`config.mk`:
```
export PLATFORM = sky130hd
export DESIGN_NAME = bma_alarm_ctrl
export DESIGN_NICKNAME = d
export VERILOG_FILES = /design/src/common/bma_pkg.sv /design/src/verilog/bma_alarm_ctrl.sv
export VERILOG_INCLUDE_DIRS = /design/src /design/src/common
export SDC_FILE = /design/constraint.sdc
export NUM_CORES = 1
export LEC_CHECK = 0
export ABC_AREA = 1
export BUFFER_PORTS_ARGS = -buffer_cell sky130_fd_sc_hd__buf_2
export CAP_MARGIN = 10
export CELL_PAD_IN_SITES_DETAIL_PLACEMENT = 0
export CELL_PAD_IN_SITES_GLOBAL_PLACEMENT = 2
export CORE_MARGIN = 3
export CORE_UTILIZATION = 30
export CTS_BUF_LIST = sky130_fd_sc_hd__clkbuf_8
export CTS_CLUSTER_SIZE = 16
export DETAILED_ROUTE_END_ITERATION = 6
export PLACE_DENSITY = 0.72
export SYNTH_ARGS = -nofsm -noshare
export SYNTH_HDL_FRONTEND = slang
export SYNTH_SLANG_ARGS = --single-unit
```
`constraint.sdc`:
```
create_clock -name clk_sys -period 3.8 [get_ports clk_sys]
set_clock_uncertainty 0.05 [all_clocks]
set_input_delay 0.76 -clock clk_sys [delete_from_list [all_inputs] [get_ports clk_sys]]
set_output_delay 0.76 -clock clk_sys [all_outputs]
set_load 0.05 [all_outputs]
```
`src/common/bma_consts.svh`:
```
// constants for the beacon monitor alarm controller
`ifndef BMA_CONSTS_SVH
`define BMA_CONSTS_SVH

`define BMA_NPARAM 7
`define BMA_MEAS_W 16
// parameter slots
`define BMA_P_REPLY_DELAY 3'h0
`define BMA_P_PULSE_SPACING 3'h1
`define BMA_P_PULSE_POWER 3'h2
`define BMA_P_TX_FREQ 3'h3
`define BMA_P_TX_RATE 3'h4
`define BMA_P_REPLY_EFF 3'h5
`define BMA_P_IDENT 3'h6
// fixed primary classes, promotable secondary classes
`define BMA_PRIMARY_MASK 7'h0F
`define BMA_PROMOTE_LSB 4
// reaction delays in seconds, 4 bits per slot, slot 0 lowest
`define BMA_DLY_DEFAULT 28'h1AA4444
`define BMA_DLY_MIN 4'h1
`define BMA_DLY_MAX 4'hA
// timing
`define BMA_CLK_HZ 125000000
`define BMA_TICK_S 1
`define BMA_TICK_CYCLES (`BMA_TICK_S * `BMA_CLK_HZ)
`define BMA_INHIBIT_S 5
`define BMA_INHIBIT_TICKS 3'h5
`define BMA_ID_MISS_LIMIT 2'h2

`endif

```
`src/common/bma_pkg.sv`:
```
// types for the beacon monitor alarm controller
package bma_pkg;

    typedef enum logic [1:0] {
        BMA_INHIBIT = 2'h0,
        BMA_RUN = 2'h1,
        BMA_OFF = 2'h3
    } bma_state_e;

    typedef logic [6:0] bma_param_t;

endpackage : bma_pkg

```
`src/verilog/bma_alarm_ctrl.sv`:
```
// executive monitoring alarm controller
`timescale 1ns/10ps
`include "bma_consts.svh"

module bma_alarm_ctrl #(
    parameter int unsigned TICK_CYCLES = `BMA_TICK_CYCLES
) (
    // clock and reset
    input wire logic clk_sys,
    input wire logic sys_rst,
    // equipment power-on command
    input wire logic pwr_on,
    // configuration
    input wire logic cfg_wr,
    input wire logic cfg_or_policy,
    input wire logic cfg_dual,
    input wire logic cfg_hot,
    input wire logic [2:0] cfg_promote,
    input wire logic cfg_dly_wr,
    input wire logic [2:0] cfg_dly_idx,
    input wire logic [3:0] cfg_dly_val,
    // monitor A
    input wire logic mon_a_ok,
    input wire logic [5:0] mon_a_oot,
    input wire logic [5:0] mon_a_sb_oot,
    input wire logic mon_a_id_cycle,
    input wire logic mon_a_id_ok,
    input wire logic mon_a_meas_wr,
    input wire logic [2:0] mon_a_meas_idx,
    input wire logic [15:0] mon_a_meas_val,
    // monitor B
    input wire logic mon_b_ok,
    input wire logic [5:0] mon_b_oot,
    input wire logic [5:0] mon_b_sb_oot,
    input wire logic mon_b_id_cycle,
    input wire logic mon_b_id_ok,
    input wire logic mon_b_meas_wr,
    input wire logic [2:0] mon_b_meas_idx,
    input wire logic [15:0] mon_b_meas_val,
    // operator interface
    input wire logic [2:0] op_idx,
    output logic [15:0] op_val_a,
    output logic [15:0] op_val_b,
    input wire logic alarm_ack,
    // transponder control
    output logic tx_enable,
    output logic active_sel,
    output logic standby_tx_on,
    // status and alarms
    output logic policy_or,
    output logic eval_live,
    output logic alarm_primary,
    output logic alarm_secondary,
    output logic alarm_visual,
    output logic alarm_acoustic,
    output logic alarm_remote,
    output logic [2:0] cause_param,
    output logic [15:0] cause_value,
    output logic cause_mon_b
);

    ////////////////////////////////////////////////////////////////////////
    // helpers

    function automatic bma_pkg::bma_param_t fn_combine(
        input logic use_or,
        input logic ok_a,
        input logic ok_b,
        input bma_pkg::bma_param_t a,
        input bma_pkg::bma_param_t b
    );
        bma_pkg::bma_param_t r;
        if (use_or)
            r = a | b;
        else if (ok_a && ok_b)
            r = a & b;
        else if (ok_a)
            r = a;
        else if (ok_b)
            r = b;
        else
            r = 7'h00;
        return r;
    endfunction : fn_combine

    function automatic logic [1:0] fn_miss(
        input logic [1:0] miss,
        input logic seen
    );
        logic [1:0] r;
        if (seen)
            r = 2'h0;
        else if (miss == `BMA_ID_MISS_LIMIT)
            r = miss;
        else
            r = miss + 2'h1;
        return r;
    endfunction : fn_miss

    function automatic logic [3:0] fn_clamp(input logic [3:0] v);
        logic [3:0] r;
        if (v < `BMA_DLY_MIN)
            r = `BMA_DLY_MIN;
        else if (v > `BMA_DLY_MAX)
            r = `BMA_DLY_MAX;
        else
            r = v;
        return r;
    endfunction : fn_clamp

    ////////////////////////////////////////////////////////////////////////
    // state

    bma_pkg::bma_state_e state;
    logic [26:0] tick_cnt;
    logic tick;
    logic [2:0] inh_cnt;
    logic dual;
    logic hot;
    logic [2:0] promote;
    logic [3:0] dly [`BMA_NPARAM];
    logic [3:0] cnt [`BMA_NPARAM];
    logic [15:0] meas_a [8];
    logic [15:0] meas_b [8];
    logic [1:0] miss_a;
    logic [1:0] miss_b;
    logic seen_a;
    logic seen_b;
    logic changed_over;

    ////////////////////////////////////////////////////////////////////////
    // decode

    wire logic tick_end = tick_cnt == 27'(TICK_CYCLES - 1);
    wire logic live = state == bma_pkg::BMA_RUN;
    wire bma_pkg::bma_param_t oot_a = {miss_a == `BMA_ID_MISS_LIMIT, mon_a_oot};
    wire bma_pkg::bma_param_t oot_b = {miss_b == `BMA_ID_MISS_LIMIT, mon_b_oot};
    wire bma_pkg::bma_param_t cond =
        fn_combine(policy_or, mon_a_ok, mon_b_ok, oot_a, oot_b);
    wire bma_pkg::bma_param_t sb_cond =
        fn_combine(policy_or, mon_a_ok, mon_b_ok, {1'b0, mon_a_sb_oot}, {1'b0, mon_b_sb_oot});
    // faulty monitor blocks operation under OR, both faulty always
    wire logic mon_block = policy_or ? !(mon_a_ok && mon_b_ok) : !(mon_a_ok || mon_b_ok);
    wire bma_pkg::bma_param_t prim =
        `BMA_PRIMARY_MASK | {promote, 4'h0};
    // standby is checked only when hot; a normal standby counts as clean
    wire logic sb_perfect = !hot || sb_cond == 7'h00;
    wire logic sb_avail = dual && !changed_over;
    bma_pkg::bma_param_t expire;
    logic [2:0] first_idx;

    always_comb
    begin
        expire = 7'h00;
        first_idx = 3'h0;
        for (int i = `BMA_NPARAM - 1; i >= 0; i--)
        begin
            expire[i] = cond[i] && (cnt[i] + 4'h1 >= dly[i]);
            if (expire[i])
                first_idx = 3'(i);
        end
    end

    // a tick that meets a power-on command must not evaluate stale inputs
    wire logic eval = tick && live && !pwr_on;
    wire logic exp_p = eval && (mon_block || (expire & prim) != 7'h00);
    wire logic exp_s = eval && !exp_p && (expire & ~prim) != 7'h00;
    wire logic do_change = (exp_p && sb_avail) || (exp_s && sb_avail && sb_perfect);
    wire logic do_off = exp_p && !sb_avail;
    wire logic use_b = !mon_a_ok;

    ////////////////////////////////////////////////////////////////////////
    // one-second tick and power-on inhibit

    always_ff @(posedge clk_sys)
    begin
        if (sys_rst || pwr_on || tick_end)
            tick_cnt <= 27'h0;
        else
            tick_cnt <= tick_cnt + 27'h1;
        tick <= !sys_rst && !pwr_on && tick_end;
    end

    always_ff @(posedge clk_sys)
    begin
        if (sys_rst || pwr_on)
        begin
            state <= bma_pkg::BMA_INHIBIT;
            inh_cnt <= 3'h0;
        end
        else
        begin
            case (state)
                bma_pkg::BMA_INHIBIT:
                begin
                    if (tick)
                        inh_cnt <= inh_cnt + 3'h1;
                    if (tick && inh_cnt + 3'h1 == `BMA_INHIBIT_TICKS)
                        state <= bma_pkg::BMA_RUN;
                end
                bma_pkg::BMA_RUN:
                begin
                    if (do_off)
                        state <= bma_pkg::BMA_OFF;
                end
                bma_pkg::BMA_OFF:
                    state <= bma_pkg::BMA_OFF;
                default:
                    state <= bma_pkg::BMA_INHIBIT;
            endcase
        end
    end

    ////////////////////////////////////////////////////////////////////////
    // configuration

    always_ff @(posedge clk_sys)
    begin
        if (sys_rst)
        begin
            policy_or <= 1'b0;
            dual <= 1'b0;
            hot <= 1'b0;
            promote <= 3'h0;
        end
        else if (cfg_wr)
        begin
            policy_or <= cfg_or_policy;
            dual <= cfg_dual;
            hot <= cfg_hot;
            promote <= cfg_promote;
        end
        standby_tx_on <= !sys_rst && (cfg_wr ? cfg_hot && cfg_dual : hot && dual);
    end

    always_ff @(posedge clk_sys)
    begin
        for (int i = 0; i < `BMA_NPARAM; i++)
        begin
            if (sys_rst)
                dly[i] <= 4'(`BMA_DLY_DEFAULT >> (4 * i));
            else if (cfg_dly_wr && cfg_dly_idx == 3'(i))
                dly[i] <= fn_clamp(cfg_dly_val);
        end
    end

    ////////////////////////////////////////////////////////////////////////
    // reaction timers

    always_ff @(posedge clk_sys)
    begin
        for (int i = 0; i < `BMA_NPARAM; i++)
        begin
            if (sys_rst || !live || exp_p || exp_s || !cond[i])
                cnt[i] <= 4'h0;
            else if (tick && cnt[i] != `BMA_DLY_MAX)
                cnt[i] <= cnt[i] + 4'h1;
        end
    end

    ////////////////////////////////////////////////////////////////////////
    // identity keying watch

    always_ff @(posedge clk_sys)
    begin
        if (sys_rst)
        begin
            miss_a <= 2'h0;
            miss_b <= 2'h0;
            seen_a <= 1'b0;
            seen_b <= 1'b0;
        end
        else
        begin
            if (mon_a_id_cycle)
                miss_a <= fn_miss(miss_a, seen_a || mon_a_id_ok);
            if (mon_b_id_cycle)
                miss_b <= fn_miss(miss_b, seen_b || mon_b_id_ok);
            seen_a <= !mon_a_id_cycle && (seen_a || mon_a_id_ok);
            seen_b <= !mon_b_id_cycle && (seen_b || mon_b_id_ok);
        end
    end

    ////////////////////////////////////////////////////////////////////////
    // measurements and operator view

    always_ff @(posedge clk_sys)
    begin
        if (mon_a_meas_wr)
            meas_a[mon_a_meas_idx] <= mon_a_meas_val;
        if (mon_b_meas_wr)
            meas_b[mon_b_meas_idx] <= mon_b_meas_val;
    end

    always_ff @(posedge clk_sys)
    begin
        if (sys_rst)
        begin
            op_val_a <= 16'h0000;
            op_val_b <= 16'h0000;
        end
        else
        begin
            op_val_a <= meas_a[op_idx];
            op_val_b <= meas_b[op_idx];
        end
    end

    ////////////////////////////////////////////////////////////////////////
    // transponder switching and alarms

    always_ff @(posedge clk_sys)
    begin
        if (sys_rst)
        begin
            tx_enable <= 1'b0;
            active_sel <= 1'b0;
            changed_over <= 1'b0;
            eval_live <= 1'b0;
        end
        else
        begin
            eval_live <= live && !do_off && !pwr_on;
            if (pwr_on)
                tx_enable <= 1'b1;
            else if (do_off)
                tx_enable <= 1'b0;
            if (do_change)
            begin
                active_sel <= !active_sel;
                changed_over <= 1'b1;
            end
        end
    end

    always_ff @(posedge clk_sys)
    begin
        if (sys_rst)
        begin
            alarm_primary <= 1'b0;
            alarm_secondary <= 1'b0;
            cause_param <= 3'h0;
            cause_value <= 16'h0000;
            cause_mon_b <= 1'b0;
        end
        else
        begin
            // new alarm wins over a simultaneous acknowledge
            alarm_primary <= exp_p || (alarm_primary && !alarm_ack);
            alarm_secondary <= exp_s || (alarm_secondary && !alarm_ack);
            if (exp_p || exp_s)
            begin
                cause_param <= first_idx;
                cause_value <= use_b ? meas_b[first_idx] : meas_a[first_idx];
                cause_mon_b <= use_b;
            end
        end
    end

    always_ff @(posedge clk_sys)
    begin
        if (sys_rst)
        begin
            alarm_visual <= 1'b0;
            alarm_acoustic <= 1'b0;
            alarm_remote <= 1'b0;
        end
        else
        begin
            alarm_visual <= exp_p || exp_s || (alarm_visual && !alarm_ack);
            alarm_acoustic <= exp_p || exp_s || (alarm_acoustic && !alarm_ack);
            alarm_remote <= exp_p || exp_s || (alarm_remote && !alarm_ack);
        end
    end

endmodule : bma_alarm_ctrl

```
== After elaboration in Yosys (flattened, before gate mapping) ==
Memory sizes are Yosys's and may differ from the RTL's. A register that Yosys moved wholly into a read port is not among the register bits.
Index checks and enable logic that the tools add are counted.

* Shift-type cells: 0
* Add/subtract/negate cells: 11
* Div/mod/pow operators: 0
* Reduce and logical (&&, ||, !) cells: 103
* Bitwise logic cells: 21
* Eq/ne operators: 23
* Order comparisons: 9
* Muxes and demuxes: 119
* Multipliers: 0

{| class="wikitable"
|+ Operator list
! cell !! count
|-
| two-way mux 4 bit || 30
|-
| two-way mux 1 bit || 66
|-
| logical AND 1 bit || 47
|-
| adder 4 x 1 -> 4 bit (second input constant) || 7
|-
| >= comparator 4 bit || 7
|-
| two-way mux 7 bit || 4
|-
| != test 4 bit (second input constant) || 7
|-
| adder 27 x 1 -> 27 bit (second input constant) || 1
|-
| equality test 27 bit (second input constant) || 1
|-
| logical OR 1 bit || 24
|-
| two-way mux 6 bit || 4
|-
| zero test 1 bit || 22
|-
| AND 7 bit || 3
|-
| two-way mux 3 bit || 7
|-
| two-way mux 16 bit || 1
|-
| OR 1 bit || 14
|-
| nonzero test 7 bit || 2
|-
| equality test 3 bit (second input constant) || 4
|-
| two-way mux 2 bit || 6
|-
| AND reduction 2 bit || 4
|-
| zero test 7 bit || 1
|-
| inverter 7 bit || 1
|-
| OR 7 bit || 1
|-
| AND 6 bit || 1
|-
| other kinds (15) || 21
|}

* Latch bits: 0
* Bits of input ports: 92
* ROM bits: 0
* Logic and storage cells: 315
* Register bits after elaboration: 75
* RAM bits: 312
* Memories kept: 4

{| class="wikitable"
|+ Memories
! memory !! words !! bits a word !! read ports !! clocked after memory_dff !! write ports !! RTL line !! source
|-
| meas_a || 8 || 16 || 2 || 1 || 1 || bma_alarm_ctrl.sv:123 || <nowiki>logic [15:0] meas_a [8];</nowiki>
|-
| meas_b || 8 || 16 || 2 || 1 || 1 || bma_alarm_ctrl.sv:124 || <nowiki>logic [15:0] meas_b [8];</nowiki>
|-
| cnt || 7 || 4 || 7 || 0 || 7 || bma_alarm_ctrl.sv:122 || <nowiki>logic [3:0] cnt [`BMA_NPARAM];</nowiki>
|-
| dly || 7 || 4 || 7 || 0 || 7 || bma_alarm_ctrl.sv:121 || <nowiki>logic [3:0] dly [`BMA_NPARAM];</nowiki>
|}

== Longest topological paths before layout ==
Gate-level depths: netlist of run 1.

* Depth after elaboration: 18
* Depth in mapped cells: 23
* Mapped depth without buffers: 22

== Worst setup path after synthesis of run 1 ==
Ideal clock, no wire load.

* Path kind: flip-flop to flip-flop
* From: memory cnt[4][0]
* To: memory cnt[0][0] (enable)
* Cell stages (with the launch flop): 17
* Buffers on the path: 0
* Arrival time: 2,424 ps
* Path slack: 1,054 ps
* Data required time: 3,478 ps
* Path through: edfxtp_1 > ha_1 > or2_2 > nand2_1 > ha_1 > nand2_1 > inv_1 > nand3_1 > nand3_1 > nand2_1 > inv_1 > a21oi_1 > nand3_2 > o21ai_4 > nand2_2 > nor2_1 > nand2_1

{| class="wikitable"
|+ RTL lines
! what !! RTL line
|-
| start: declaration || bma_alarm_ctrl.sv:122
|}

==> impl_results.md, run 1 <==
* Hold path depth at 2
* Grt ovf at 0
* Setup CP Type: reg2reg
* CP Cell Sequence: ha_1, or2_2, nand2_1, ha_1, nand2_1, inv_1, nand3_1, nand3_1, nand2_1, nand2_1, nand2_1, nand2_1, nand2_4, buf_12, nand3_1, nand3_1, nand3_1, a21oi_1, nor2_1
* Slew Viols, Final at 0
* Setup TNS at 0 ns
* Std cell rows at 96
* Clk_lat worst skew at 0.68 ns
* Slew HR at 0.309
* Most common cell after layout, fill and taps aside: nand2_1
* Crit share post-route at 0.919
* Hold Buf Count CTS at 0
* Most frequent cells in the layout: nand2_1 (426), inv_1 (399), nand3_1 (330)
* Layout cell share with drive strength beyond 1 at 0.138
* Post-cts sizing count at 0
* Gate Count Post-Synth at 2421
* Startpoint Class: flop
* CP max FO at a little over 80
* EDFF count, synth at 312
* Critical path required time at 4.30 ns
* Iter 0 DRT Violations at ~1.2k
* Synth Cell Area at roughly 21000 sq um
* FFs w/ async S/R, synth at 0
* Full die area at around 73000 sq um
* Fin nets at approximately 2.7k
* Initial antenna violation count at 8
* Top cell by count, worst path: nand2_1
* Maximum VDD drop at roughly 0.21 mV
* Longest Clk Path Bufs at 3
* Post-DR wirelength/cell at approximately 19 um
* Dpl cell area at 22900 sq um
* Core area at 68700 sq um
* Tightest hold margin at 0.246 ns
* Vias in the first global route at 17.2k
* Worst EP arrival at ~4 ns
* Total Power at 10.8 mW
* Worst path max stage delay at 0.46 ns
* Final setup fails at 0
* Maxcap violations at 0
* H-tree depth at 3
* Clock sink count at 419
* GRT Max-Usage Layer: met2
* Num CTS Buffers at 80
* Final instance area at 24500 sq um
* R2r worst-path depth at 19
* GRT Util Overall at 0.184
* Post-synth net total at 2560
* RSZ-0062 raised after global routing: false
* Initial DRT Pass Iterations at 6
* Dpl hpwl at 42800 um
* Tightest Pin Transition at 1.04 ns
* M2 GR Usage at 0.303
* Syn avg cell area at 8.62 sq um
* Min Tclk post-route at 3.49 ns
* Global-route wire length before repair at 102000 um
* Seq/Total Area, Yosys at 0.552
* Yosys reg bits at 419
* Leak at about 11 nW
* Initial Util at 0.304
* GRT met1 Usage at 0.237
* Setup bufs post-CTS at 0
* Die X-Extent at 270 um
* IO Port Bufs at 153
* DIE HEIGHT at approximately 270 um
* Min-delay worst type: in2reg
* Number of nets with antenna violations after routing at 0
* WL final at 68400 um
* Upper clock frequency limit at 0.286 GHz
* Status: finished, final reports clean
* Clock transition at path regs at 0.06 ns
* Main flop type after synthesis: edfxtp_1
* Yosys Warn Count at 0
* GP Congestion at 0.789
* PD cells at approximately 440 nW/um^2
* TritonCTS clock tree: built
* Synth unique cells at 44
* Largest net degree at the start of global routing at a little under 90
* Hold Fails Final Rpt at 0
* Ports at 154
* Worst path slowest cell: edfxtp_1
* Met3 GRT Util at 0.0381
* Vias at 17.3k
* Root Buffer: clkbuf_8
* CP Capture Type: flop
* DR vias/cell at 4.82
* Area Overhead vs Synth at 17.2%
* Drt drc at 0
==> state kept, by name, indices dropped and copies added (netlist names), 2 cells and up <==
name         count
miss_a           2
miss_b           2
cause_param      3
state            2
inh_cnt          3
dly             28
cnt             28
op_val_b        16
meas_a         128
cause_value     16
op_val_a        16
promote          3
meas_b         128
tick_cnt        27
==> through the flow <==
step                      setup slack, ns  utilization  std cells
after floorplan                      1.05            -       2421
after global placement              0.326        0.333       3437
after detailed placement            0.291        0.333       3437
after CTS                           0.327        0.356       3586
after global routing               0.0973        0.356       3588
final                               0.307        0.356       3590
==> where the power goes <==
part           internal [mW]  switching, mW  total [mW]
registers               5.06         0.0539        5.12
logic                  0.393           1.02        1.41
clock network           2.28           2.02        4.30
total                   7.73           3.09        10.8
==> cells in the mapped netlist (4+ instances only) <==
cell	count	share of area
dfxtp_1	107	0.10
nor3b_1	4	0.0014
clkbuf_1	78	0.014
nor4_1	5	0.0015
nand2_1	429	0.077
a31oi_1	36	0.011
o21ai_1	19	0.0046
buf_1	9	0.0016
edfxtp_1	312	0.45
buf_2	38	0.0091
or2_2	11	0.0033
o31ai_1	8	0.0029
nand3b_1	5	0.0018
nor3_1	16	0.0038
nand4_1	13	0.0039
nor2_2	7	0.0021
o21a_1	5	0.0018
ha_1	47	0.028
xor2_1	11	0.0046
o211ai_1	18	0.0065
o21ai_2	5	0.0021
inv_1	366	0.066
nand3_1	330	0.079
nor2_1	180	0.032
o21ai_0	159	0.038
inv_2	10	0.0018
a21oi_1	162	0.039
clkinv_1	6	0.0011
==> kinds of logic (layout without fill, tap and decap cells) <==
group                      after synthesis  after routing  synth area share
AOI/OAI and AO/OA                      426            426             0.112
xor gates and xnor gates                12             12           0.00504
adders and majority gates               47             47            0.0282
buffers and inverters                  509            743            0.0942
DFF                                    419            419             0.552
other                                    0              4                 0
and+or+nand+nor                       1008           1008             0.209
==> path summary, 6_finish.rpt <==
path              slack, ns           start             end
setup / recovery       0.31       cnt[4][0]  cause_value[7]
hold / removal         0.25  mon_a_id_cycle          seen_a
hold reg to reg        0.40     tick_cnt[0]     tick_cnt[0]
setup reg to reg       0.31       cnt[4][0]  cause_value[7]
==> critical path: cells and delay by family, from the launching register on <==
kind | cells | cell delay, ns
adder cells (fa/ha/maj) | 2 | 0.46
AND/OR/NAND/NOR | 14 | 1.63
buffers and inverters | 2 | 0.40
flip-flops | 1 | 0.46
AO/OA/AOI/OAI | 1 | 0.32
==> layout make-up <==
class / count / area (sq um)
clock buffer: 88 / 1210
timing repair buffer: 212 / 1360
sequential: 419 / 11500
clock inverter: 61 / 327
fill: 7101 / 44200
inverter: 382 / 1430
multi-input combinational: 1493 / 7440
tap: 931 / 1160
antenna: 4 / 10.0
==> routing by layer <==
layer  vias to the layer above  share of wire
met5                         -        0.00038
met4                         4          0.033
met3                       140          0.060
met2                       521           0.46
met1                      8184           0.45
li1                       8451              -
No activity file was read; power rests on OpenSTA's default activity.
==> inputs of run 2 (changes only) <==
--- a/config.mk
+++ b/config.mk
@@ -16,7 +16,7 @@
 export CTS_BUF_LIST = sky130_fd_sc_hd__clkbuf_8
 export CTS_CLUSTER_SIZE = 16
 export DETAILED_ROUTE_END_ITERATION = 6
-export PLACE_DENSITY = 0.72
+export PLACE_DENSITY_LB_ADDON = 0.2
 export SYNTH_ARGS = -nofsm -noshare
 export SYNTH_HDL_FRONTEND = slang
 export SYNTH_SLANG_ARGS = --single-unit
==> impl_results.md, run 2 (synthesis gave the netlist of run 1 again) <==
* Ports at 154 (unchanged)
* Clock transition at path regs at 0.05 ns (about the same)
* Core area at 68700 sq um (unchanged)
* Worst EP arrival at 4.01 ns (about the same)
* Initial DRT Pass Iterations at 5 (-1)
* Critical R2R Capture: cause_value[3]
* R2r setup slk at 0.27 ns (-0.03 ns)
* Maximum VDD drop at 0.179 mV (-15%)
* Drt drc at 0 (unchanged)
* Hold_sp: mon_a_id_cycle
* IO Port Bufs at 153 (unchanged)
* Tightest hold margin at 0.269 ns (+0.0234 ns)
* Worst path slowest cell: edfxtp_1
* Bufs and invs on worst path at 3 (+1)
* Top cell by count, worst path: nand2_1
* Number of nets with antenna violations after routing at 0 (unchanged)
* Root Buffer: clkbuf_8
* Critical path required time at 4.28 ns (-0.02 ns)
* Global-route wire length before repair at 105000 um (+2.0%)
* CP max FO at 52 (-37%)
* RSZ-0062 raised after global routing: false
* Largest net degree at the start of global routing at 130 (+49%)
* Setup CP Type: reg2reg
* Most common cell after layout, fill and taps aside: nand2_1
* Final setup fails at 0 (unchanged)
* Num CTS Buffers at 80 (unchanged)
* H-tree depth at 3 (unchanged)
* Dpl hpwl at 43100 um (+0.69%)
* Crit path max-delay family: simple AND/OR/NAND/NOR gates
* Grt ovf at 0 (unchanged)
* Full die area at 72800 sq um (unchanged)
* Hold path depth at 2 (unchanged)
* Area Overhead vs Synth at 18.0%
* CP Cell Sequence: ha_1, or2_2, nand2_1, ha_1, nand2_1, inv_1, nand3_1, nand3_1, nand2_1, nand2_1, nand2_1, nand2_1, nand2_4, nand2_4, buf_12, buf_12, nand2_1, nand2_1, nand2_1, nand3_1, a21oi_1, nor2_1
* Post-DR wirelength/cell at 19.6 um (+2.7%)
* Worst min-delay path endpoint: seen_a
* TritonCTS clock tree: built
* Worst r2r src: cnt[4][0]
* Longest Clk Path Bufs at 3 (unchanged)
* DIE HEIGHT at 270 um (unchanged)
* Vias in the first global route at 17.2k (+0.15%)
* Startpoint Class: flop
* Setup TNS at 0 ns (unchanged)
* Vias at 17.2k (-0.51%)
* Crit share post-route at 0.928 (+0.00920)
* Iter 0 DRT Violations at 1161 (-3.7%)
* Hold Fails Final Rpt at 0 (unchanged)
* Leak at 10.7 nW (+0.59%)
* Most frequent cells in the layout: nand2_1 (426), inv_1 (391), nand3_1 (330)
* Slew Viols, Final at 0 (unchanged)
* Initial Util at 0.304 (unchanged)
* Min-delay worst type: in2reg
* Tightest Pin Transition at 0.949 ns (-0.0878 ns)
* Initial antenna violation count at 5 (-3)
* Fin nets at 2736 (+0.33%)
* Fill cells at 7066 (-0.49%)
* PD cells at 438 nW/um^2 (-1.1%)
* Maxcap violations at 0 (unchanged)
* GP Congestion at 0.802 (+1.6%)
* CP Capture Type: flop
* Regs by FF count: meas_a (128), meas_b (128)
* Clk_lat worst skew at 0.66 ns (-0.02 ns)
* Clock sink count at 419 (unchanged)
* Layout cell share with drive strength beyond 1 at 0.143 (+0.00500)
* Min Tclk post-route at 3.53 ns (+0.0350 ns)
* R2r worst-path depth at 22 (+3)
* Upper clock frequency limit at 0.283 GHz (-0.99%)
* Worst path max stage delay at 0.48 ns (+0.02 ns)
* WL final at 70300 um (+2.7%)
* Dpl cell area at 23000 sq um (+0.57%)
* DR vias/cell at 4.79 (-0.57%)
* Status: finished, final reports clean
* Slew HR at 0.367 (+0.0585)
* Util after Layout at 0.359 (+0.00262)
* Stages on worst setup path at 22 (+3)
* Final instance area at 24600 sq um (+0.74%)
* Die X-Extent at 270 um (unchanged)
* GRT Util Overall at 0.188 (+0.00424)
* Std cell rows at 96 (unchanged)
run 2: cell type report:
type	instances	area, sq um	area share
Clock inverter	52	246	0.0100
Tap cell	931	1160	0.0473
Timing Repair Buffer	221	1540	0.0626
Inverter	382	1430	0.0582
Clock buffer	93	1280	0.0520
Sequential cell	419	11500	0.467
Antenna cell	1	2.50	0.000102
Multi-Input combinational cell	1493	7460	0.303
run 2: routing by layer:
metal | up-vias | track usage | part of all wire
met5 | - | 0 | 0.00048
met2 | 492 | 0.311 | 0.46
met4 | 6 | 0.0570 | 0.020
met3 | 99 | 0.0362 | 0.060
li1 | 8468 | - | -
met1 | 8146 | 0.250 | 0.46
run 2: power by group:
group | leakage (nW) | total [mW] | switching [mW] | internal, mW
Sequential | 3.82 | 5.11 | 0.0497 | 5.06
Clock | 0.882 | 4.23 | 1.94 | 2.29
Combinational | 6.05 | 1.44 | 1.02 | 0.416
Total | 10.7 | 10.8 | 3.02 | 7.77
run 2: repair_timing:
item                       4_1_cts  5_1_grt
setup endpoints to repair        1        3
hold buffers                     0        0
gates cloned                     0        2
buffers inserted                 0        0
gates resized for setup          1        2
run 2: worst max-delay path by stage:
stage               startpoint             end  slack [ns]
global route         cnt[4][0]  cause_value[3]       0.003
detailed placement    mon_a_ok  cause_value[1]       -0.02
floorplan            cnt[4][0]       cnt[0][0]        1.05
finish               cnt[4][0]  cause_value[3]        0.27
global placement      mon_a_ok  cause_value[1]       -0.04
CTS                  cnt[0][0]  cause_value[1]        0.03
run 2: worst reg2reg max path, delay by kind of cell (launching register included):
family / cells / cell delay [ns]
adders and majority gates: 2 / 0.48
DFF: 1 / 0.48
and+or+nand+nor: 16 / 1.60
buffers and inverters: 3 / 0.50
AOI/OAI and AO/OA: 1 / 0.34
run 2: through the flow:
stage	worst slack [ns]	power, mW	std cells
finish	0.272	10.8	3592
CTS	0.0285	11.0	3589
global placement	-0.0404	6.63	3444
floorplan	1.05	6.06	2421
detailed placement	-0.0186	6.64	3444
global route	0.00339	11.4	3592
